File: src/core/pcpc_pkg.sv
// Package for the clock path and loop control register decode.
// Assumes a 40-bit register image delivered whole by the serial port.
package pcpc_pkg;

  localparam int unsigned PCPC_REG_W = 40;
  localparam int unsigned PCPC_REG_BYTES = 5;

  // Field positions inside the 40-bit register.
  localparam int unsigned PCPC_RISE_SLEW_HI = 31;
  localparam int unsigned PCPC_RISE_SLEW_LO = 29;
  localparam int unsigned PCPC_FALL_SLEW_HI = 28;
  localparam int unsigned PCPC_FALL_SLEW_LO = 26;
  localparam int unsigned PCPC_LOCK_EN_BIT = 25;
  localparam int unsigned PCPC_LOCK_MODE_BIT = 24;
  localparam int unsigned PCPC_RFDIV_PD_BIT = 23;
  localparam int unsigned PCPC_RFDIV_HI = 22;
  localparam int unsigned PCPC_RFDIV_LO = 21;
  localparam int unsigned PCPC_DRV_PD_BIT = 20;
  localparam int unsigned PCPC_DRV_SEL_HI = 19;
  localparam int unsigned PCPC_DRV_SEL_LO = 18;
  localparam int unsigned PCPC_SLEW_DIS_BIT = 17;
  localparam int unsigned PCPC_SYSTEM_CLOCK_MUX_BIT = 16;
  localparam int unsigned PCPC_REF_DIV_HI = 15;
  localparam int unsigned PCPC_REF_DIV_LO = 12;
  localparam int unsigned PCPC_FB_DIV_HI = 11;
  localparam int unsigned PCPC_FB_DIV_LO = 8;
  localparam int unsigned PCPC_OPEN_HI = 7;
  localparam int unsigned PCPC_OPEN_LO = 6;
  localparam int unsigned PCPC_CP_POL_BIT = 5;
  localparam int unsigned PCPC_CP_FPD_BIT = 4;
  localparam int unsigned PCPC_CP_QPD_BIT = 3;
  localparam int unsigned PCPC_CP_SCALE_HI = 2;
  localparam int unsigned PCPC_CP_SCALE_LO = 0;

  // Reset image: ratio code 11, driver powered down, driver fed from divider output.
  localparam logic [39:0] PCPC_RESET_VAL = 40'h00_0078_0000;

  // Driver input select codes.
  localparam logic [1:0] PCPC_DRV_NONE = 2'h0;
  localparam logic [1:0] PCPC_DRV_FB = 2'h1;
  localparam logic [1:0] PCPC_DRV_DIVOUT = 2'h2;
  localparam logic [1:0] PCPC_DRV_DIVIN = 2'h3;

  // Surge currents in units of 0.05 mA; nine bits hold the largest total of 418.
  localparam logic [8:0] PCPC_RISE_DEF = 9'h098;
  localparam logic [8:0] PCPC_FALL_DEF = 9'h051;
  localparam logic [8:0] PCPC_RISE_B2 = 9'h098;
  localparam logic [8:0] PCPC_RISE_B1 = 9'h04C;
  localparam logic [8:0] PCPC_RISE_B0 = 9'h026;
  localparam logic [8:0] PCPC_FALL_B2 = 9'h06C;
  localparam logic [8:0] PCPC_FALL_B1 = 9'h036;
  localparam logic [8:0] PCPC_FALL_B0 = 9'h01B;

  typedef struct packed {
    logic lock_pin_en;
    logic lock_mode;
    logic rfdiv_pd;
    logic rfdiv_bypass;
    logic [3:0] rfdiv_ratio;
    logic drv_pd;
    logic [1:0] drv_sel;
    logic system_clock_from_divin;
    logic [4:0] ref_div;
    logic [4:0] fb_div;
    logic cp_polarity;
    logic cp_full_pd;
    logic cp_quick_pd;
    logic [3:0] cp_scale;
    logic [8:0] rise_surge;
    logic [8:0] fall_surge;
  } pcpc_ctrl_t;

endpackage : pcpc_pkg

File: src/core/pcpc_top.sv
// Decode of the clock path and loop control register.
// Assumes the serial port delivers bytes with a strobe, an open flag framing
// one write, and that lock and phase status arrive synchronous to core_clk.
// What this block does
// - Lock enable routes lock indicator to shared pin
// - Status mode: 0 locked, 1 unlocked
// - Lead/lag mode: 1 lags, 0 leads
// - Divider power-down enables alternate clock path
// - Ratio code 11/10/01/00 gives 8/4/2/1
// - Ratio one still passes through divider
// - Output driver resets powered down
// - Driver input: none, feedback, divout, divin
// - Slew disable removes all surge current
// - System clock mux: divider output or input
// - Reference divider ratio is field plus one
// - Feedback divider ratio is field plus one
// - Charge pump polarity reverses drive direction
// - Full power-down shuts charge pump off
// - Quick power-down disables only output buffer
// - Current scale is field plus one
// - Falling slew bits add 5.4/2.7/1.35 mA
`timescale 1ns/1ps
module pcpc_top
  import pcpc_pkg::*;
(
  // Clock and reset.
  input wire logic core_clk,
  input wire logic nrst,
  // Serial port byte stream, most significant byte first.
  input wire logic wr_open,
  input wire logic wr_byte_valid,
  input wire logic [7:0] wr_byte,
  // Register readback.
  output logic [39:0] reg_rdata,
  // Loop status from the phase detector.
  input wire logic pll_locked,
  input wire logic fb_lags_ref,
  // Shared lock/sync pin.
  output logic lock_pin_out,
  output logic lock_pin_oe,
  // Decoded controls.
  output pcpc_ctrl_t ctrl,
  output logic open_bits_error
);

  typedef enum logic [1:0] {
    PCPC_IDLE = 2'b01,
    PCPC_LOAD = 2'b10
  } pcpc_state_t;

  pcpc_state_t state_q;
  logic [39:0] assemble_q;
  logic [2:0] byte_cnt_q;
  logic commit;
  logic [39:0] shadow;
  pcpc_ctrl_t ctrl_d;

  function automatic logic [4:0] plus_one4(input logic [3:0] f);
    plus_one4 = {1'b0, f} + 5'h01;
  endfunction : plus_one4

  // Commit only when the fifth byte lands; short writes are dropped so that
  // no half-updated ratio reaches the clock path.
  assign commit = wr_byte_valid && (state_q == PCPC_LOAD) &&
    (byte_cnt_q == 3'(PCPC_REG_BYTES - 1));

  always_ff @(posedge core_clk or negedge nrst)
  begin
    if (!nrst)
      state_q <= PCPC_IDLE;
    else
      case (state_q)
        PCPC_IDLE: if (wr_open) state_q <= PCPC_LOAD;
        PCPC_LOAD: if (!wr_open || commit) state_q <= PCPC_IDLE;
        default: state_q <= PCPC_IDLE;
      endcase
  end

  always_ff @(posedge core_clk or negedge nrst)
  begin
    if (!nrst)
    begin
      byte_cnt_q <= 3'h0;
      assemble_q <= 40'h00_0000_0000;
    end
    else if (state_q != PCPC_LOAD)
      byte_cnt_q <= 3'h0;
    else if (wr_byte_valid)
    begin
      byte_cnt_q <= byte_cnt_q + 3'h1;
      assemble_q <= {assemble_q[31:0], wr_byte};
    end
  end

  pcpc_shadow_reg #(
    .WIDTH(PCPC_REG_W),
    .RESET_VAL(PCPC_RESET_VAL)
  ) u_shadow (
    .core_clk(core_clk),
    .nrst(nrst),
    .commit(commit),
    .wdata({assemble_q[31:0], wr_byte}),
    .rdata(shadow)
  );

  always_comb
  begin
    ctrl_d = '0;
    ctrl_d.lock_pin_en = shadow[PCPC_LOCK_EN_BIT];
    ctrl_d.lock_mode = shadow[PCPC_LOCK_MODE_BIT];
    ctrl_d.rfdiv_pd = shadow[PCPC_RFDIV_PD_BIT];
    ctrl_d.rfdiv_bypass = shadow[PCPC_RFDIV_PD_BIT];
    // Code 00 is divide by one through the divider, never the bypass.
    case (shadow[PCPC_RFDIV_HI:PCPC_RFDIV_LO])
      2'h3: ctrl_d.rfdiv_ratio = 4'h8;
      2'h2: ctrl_d.rfdiv_ratio = 4'h4;
      2'h1: ctrl_d.rfdiv_ratio = 4'h2;
      default: ctrl_d.rfdiv_ratio = 4'h1;
    endcase
    ctrl_d.drv_pd = shadow[PCPC_DRV_PD_BIT];
    ctrl_d.drv_sel = shadow[PCPC_DRV_SEL_HI:PCPC_DRV_SEL_LO];
    ctrl_d.system_clock_from_divin = shadow[PCPC_SYSTEM_CLOCK_MUX_BIT];
    ctrl_d.ref_div = plus_one4(shadow[PCPC_REF_DIV_HI:PCPC_REF_DIV_LO]);
    ctrl_d.fb_div = plus_one4(shadow[PCPC_FB_DIV_HI:PCPC_FB_DIV_LO]);
    ctrl_d.cp_polarity = shadow[PCPC_CP_POL_BIT];
    ctrl_d.cp_full_pd = shadow[PCPC_CP_FPD_BIT];
    ctrl_d.cp_quick_pd = shadow[PCPC_CP_QPD_BIT] && !shadow[PCPC_CP_FPD_BIT];
    ctrl_d.cp_scale = {1'b0, shadow[PCPC_CP_SCALE_HI:PCPC_CP_SCALE_LO]} + 4'h1;
    // Surge totals add per enabled bit on top of the built-in amount.
    if (!shadow[PCPC_SLEW_DIS_BIT])
    begin
      ctrl_d.rise_surge = PCPC_RISE_DEF
        + (shadow[PCPC_RISE_SLEW_HI] ? PCPC_RISE_B2 : 9'h000)
        + (shadow[PCPC_RISE_SLEW_HI-1] ? PCPC_RISE_B1 : 9'h000)
        + (shadow[PCPC_RISE_SLEW_LO] ? PCPC_RISE_B0 : 9'h000);
      ctrl_d.fall_surge = PCPC_FALL_DEF
        + (shadow[PCPC_FALL_SLEW_HI] ? PCPC_FALL_B2 : 9'h000)
        + (shadow[PCPC_FALL_SLEW_HI-1] ? PCPC_FALL_B1 : 9'h000)
        + (shadow[PCPC_FALL_SLEW_LO] ? PCPC_FALL_B0 : 9'h000);
    end
  end

  always_ff @(posedge core_clk or negedge nrst)
  begin
    if (!nrst)
    begin
      ctrl <= '0;
      ctrl.rfdiv_ratio <= 4'h8;
      ctrl.drv_pd <= 1'b1;
      ctrl.drv_sel <= PCPC_DRV_DIVOUT;
      ctrl.ref_div <= 5'h01;
      ctrl.fb_div <= 5'h01;
      ctrl.cp_scale <= 4'h1;
      ctrl.rise_surge <= PCPC_RISE_DEF;
      ctrl.fall_surge <= PCPC_FALL_DEF;
    end
    else
      ctrl <= ctrl_d;
  end

  always_ff @(posedge core_clk or negedge nrst)
  begin
    if (!nrst)
      reg_rdata <= PCPC_RESET_VAL;
    else
      reg_rdata <= shadow;
  end

  // Open bits are kept as written but flagged, since software must zero them.
  always_ff @(posedge core_clk or negedge nrst)
  begin
    if (!nrst)
      open_bits_error <= 1'b0;
    else
      open_bits_error <= |shadow[PCPC_OPEN_HI:PCPC_OPEN_LO];
  end

  always_ff @(posedge core_clk or negedge nrst)
  begin
    if (!nrst)
    begin
      lock_pin_oe <= 1'b0;
      lock_pin_out <= 1'b0;
    end
    else
    begin
      lock_pin_oe <= shadow[PCPC_LOCK_EN_BIT];
      if (!shadow[PCPC_LOCK_EN_BIT])
        lock_pin_out <= 1'b0;
      else if (shadow[PCPC_LOCK_MODE_BIT])
        lock_pin_out <= fb_lags_ref;
      else
        lock_pin_out <= !pll_locked;
    end
  end

endmodule : pcpc_top

File: src/core/pcpc_shadow_reg.sv
// Holding register for the 40-bit control image.
// Assumes the loader presents the whole word with a one-cycle commit pulse.
`timescale 1ns/1ps
module pcpc_shadow_reg
  import pcpc_pkg::*;
#(
  parameter int unsigned WIDTH = 40,
  parameter logic [39:0] RESET_VAL = PCPC_RESET_VAL
)
(
  // Clock and reset.
  input wire logic core_clk,
  input wire logic nrst,
  // Write side.
  input wire logic commit,
  input wire logic [WIDTH-1:0] wdata,
  // Read side.
  output logic [WIDTH-1:0] rdata
);

  always_ff @(posedge core_clk or negedge nrst)
  begin
    if (!nrst)
      rdata <= RESET_VAL[WIDTH-1:0];
    else if (commit)
      rdata <= wdata;
  end

endmodule : pcpc_shadow_reg

File: config.mk
export PLATFORM = sky130hd
export DESIGN_NAME = pcpc_top
export DESIGN_NICKNAME = d
export VERILOG_FILES = /design/src/core/pcpc_pkg.sv /design/src/core/pcpc_top.sv /design/src/core/pcpc_shadow_reg.sv
export SDC_FILE = /design/constraint.sdc
export NUM_CORES = 1
export LEC_CHECK = 0
export BUFFER_PORTS_ARGS = -buffer_cell sky130_fd_sc_hd__buf_4
export CORE_ASPECT_RATIO = 0.8
export CORE_UTILIZATION = 50
export DETAILED_ROUTE_END_ITERATION = 8
export PLACE_DENSITY = 0.78
export REMOVE_ABC_BUFFERS = 1
export SLEW_MARGIN = 15
export SYNTH_ARGS = -nofsm -noshare
export SYNTH_HDL_FRONTEND = slang
export SYNTH_SLANG_ARGS = --single-unit
File: constraint.sdc
create_clock -name core_clk -period 5.1 [get_ports core_clk]
set_input_delay 0.765 -clock core_clk [delete_from_list [all_inputs] [get_ports core_clk]]
set_output_delay 0.765 -clock core_clk [all_outputs]
set_load 0.02 [all_outputs]
==> flow_metrics.env <==
export IMPL_cts_buffers_inserted=17
export IMPL_drive_above_1_share=0.432
export IMPL_status="completed"
export IMPL_fin_nets=503
export IMPL_hp_start="u_shadow.rdata[19]"
export IMPL_yosysSeqAreaShare=0.687
export IMPL_slew_headroom=0.393
export IMPL_intPower_mw=2.20
export IMPL_grt_pass1_wl_um=15600
export IMPL_gp_congestion=0.735
export IMPL_firstDrtPassIters=4
export IMPL_clk_pin_slew_ps=60
export IMPL_worstReg2RegStart="state_q[0]"
export IMPL_finalPower_mw=2.81
export IMPL_overflow=0
export IMPL_rows=34
export IMPL_peakVddDrop_uv=214
export IMPL_grt_usage=0.176
export IMPL_io_buffers=102
export IMPL_num_vias=3031
export IMPL_fin_crit_ps=2770
export IMPL_clock_power_share=0.436
export IMPL_path_class="reg -> reg"
export IMPL_finalSetupTns_ps=0
export IMPL_postCtsHoldBufs=0
export IMPL_yosys_warnings=0
export IMPL_routed_wl_um=9350
export IMPL_hold_viol=0
export IMPL_syn2layout_area_growth_pct=25.0
export IMPL_fmax_mhz=361
export IMPL_boundaryPins=104
export IMPL_switching_share=0.216
export IMPL_clock_path_buffers=2
export IMPL_p_leak_nw=3.66
export IMPL_vias_per_cell=4.87
export IMPL_synth_cells=364
export IMPL_required_ps=5390
export IMPL_start_util=0.518
export IMPL_skew_ps=5.77
export IMPL_fin_crit_sh=0.544
export IMPL_pwr_share_seq=0.508
export IMPL_cp_max_fo=33
export IMPL_rsz0062_at_grt="false"
export IMPL_clk_latency_ps=410
export IMPL_combPwrFrac=0.056
export IMPL_grt_pass1_vias=3179
export IMPL_yosys_cell_types_count=36
export IMPL_antenna_found_initial=0
export IMPL_wl_per_cell_um=15.0
export IMPL_synth_seq_cells=155
export IMPL_clock_sinks=155
export IMPL_p_sw_mw=0.609
export IMPL_ant_nets=0
export IMPL_postCtsSetupBuffers=0
export IMPL_dieHeight_um=97.3
export IMPL_max_cap_violations=0
export IMPL_critical_path_arrival_ps=3060
export IMPL_ctsResizeCount=0
export IMPL_startpoint_type="flip-flop"
export IMPL_core_area_mm2=0.0110
export IMPL_n_antenna_cell=0
export IMPL_avgSynthCellArea_um2=15.6
export IMPL_grt_max_degree=123
export IMPL_hold_ws_ps=364
export IMPL_htreeDepth=4
export IMPL_dieArea_mm2=0.0118
export IMPL_maxSlewViolCount=0
export IMPL_syn_area_mm2=0.00568
export IMPL_drc=0
export IMPL_finalSetupViolCount=0
export IMPL_p_per_area_mw_per_mm2=396
export IMPL_cp_startpoint="state_q[0]"
export IMPL_tritoncts="yes"
export IMPL_worst_pin_slew_ps=905
export IMPL_drt_initial_drc_count=129
export IMPL_cp_end_kind="flip-flop"
export IMPL_cts_root_buf="clkbuf_16"
export IMPL_hpwlAfterDp_um=5920
export IMPL_dieWidth_um=121
export IMPL_hold_path_class="reg -> reg"
-- power groups by stage --
stage	Clock [mW]	Combinational, mW	Sequential, mW
3_3_place_gp	0	0.150	1.44
4_1_cts	1.25	0.161	1.43
2_1_floorplan	0	0.113	1.42
6_report	1.23	0.157	1.43
3_5_place_dp	0	0.158	1.45
5_1_grt	1.30	0.175	1.44
-- registers in the layout, summed over array words and instances, names as in the netlist --
name / cells
reg_rdata: 40
open_bits_error: 1
u_shadow.rdata: 40
byte_cnt_q: 3
state_q: 2
lock_pin_out: 1
ctrl: 36
assemble_q: 32
-- routing by layer --
layer	GRT usage	routed length [µm]
met5	0	0
met4	0.0741	116
met3	0.0610	589
met2	0.266	4490
met1	0.232	4160
-- critical path, cell delays in order, from the launching register on --
cell,delay (ps)
dfstp_2,370
nand3b_2,780
nor2_4,890
buf_16,240
mux2_2,350
-- Yosys cell counts --
master | instances | area share
buf_6 | 1 | 0.0020
nand3_1 | 2 | 0.0018
a21oi_1 | 4 | 0.0035
nor2b_1 | 9 | 0.0099
inv_1 | 12 | 0.0079
conb_1 | 1 | 0.00066
clkbuf_1 | 1 | 0.00066
mux2_2 | 48 | 0.095
a21o_1 | 1 | 0.0013
xnor2_1 | 8 | 0.012
buf_8 | 2 | 0.0053
buf_4 | 13 | 0.017
o221ai_1 | 1 | 0.0015
and3b_1 | 1 | 0.0015
buf_2 | 4 | 0.0035
and2_1 | 2 | 0.0022
xor2_1 | 8 | 0.012
maj3_2 | 1 | 0.0020
nor2_2 | 1 | 0.0011
and3_1 | 3 | 0.0033
nand3b_2 | 1 | 0.0020
a21oi_2 | 1 | 0.0015
nand2_1 | 11 | 0.0073
fa_1 | 2 | 0.0070
dfstp_2 | 19 | 0.088
o21ai_1 | 2 | 0.0018
ha_1 | 21 | 0.046
a211oi_1 | 1 | 0.0013
nor2_1 | 16 | 0.011
o21ai_0 | 8 | 0.0070
a31o_2 | 1 | 0.0015
mux2_1 | 18 | 0.036
mux2i_1 | 2 | 0.0035
or2_2 | 1 | 0.0011
dfrtp_1 | 136 | 0.60
nand2b_1 | 1 | 0.0011
-- metrics by stage --
stage | util | worst slack, ps | cell area, µm² | std cells
5_1_grt | 0.647 | 2110 | 7100 | 623
3_3_place_gp | 0.590 | 1770 | 6480 | 590
2_1_floorplan | - | 1980 | 5520 | 343
4_1_cts | 0.644 | 2090 | 7070 | 622
6_report | 0.647 | 2330 | 7100 | 623
3_5_place_dp | 0.590 | 1720 | 6480 | 590
-- cells in the final DEF, fill, tap and decap left out, types with 3 or more instances in the layout --
cell	n
a21oi_1	4
and3_1	3
buf_4	102
clkbuf_16	17
clkbuf_8	4
clkinv_2	3
clkinvlp_4	3
dfrtp_1	136
dfstp_2	19
ha_1	21
inv_1	12
mux2_1	18
mux2_2	48
nand2_1	11
nor2_1	16
nor2b_1	9
o21ai_0	8
xnor2_1	8
xor2_1	8
-- cell families (layout without fill, tap and decap cells) --
logic type / Yosys count / in the layout / synth area share
adders and majority gates: 24 / 24 / 0.0553
muxes: 68 / 68 / 0.134
AOI/OAI and AO/OA: 19 / 19 / 0.0196
xor gates and xnor gates: 16 / 16 / 0.0247
other: 1 / 1 / 0.000660
buffers and inverters: 33 / 148 / 0.0366
DFF: 155 / 155 / 0.687
and+or+nand+nor: 48 / 48 / 0.0419
-- cell type report --
| type | count | area (µm²) |
|---|---|---|
| flip-flops and latches | 155 | 3900 |
| repair buffers | 104 | 807 |
| inverters | 12 | 45.0 |
| multi-input cells | 176 | 1580 |
| clock inverters | 10 | 115 |
| clock buffers | 22 | 474 |
| well taps | 144 | 180 |
| fillers | 797 | 3880 |
-- final timing paths --
path,to,slack [ps],depth (start not counted)
hold reg to reg,reg_rdata[19],360,0
setup reg to reg,u_shadow.rdata[2],2330,4
setup / recovery,u_shadow.rdata[2],2330,4
max in group asynchronous,u_shadow.rdata[22],3570,2
min in group asynchronous,reg_rdata[17],490,1
hold / removal,reg_rdata[19],360,0
(Power assumes the default switching activity.)
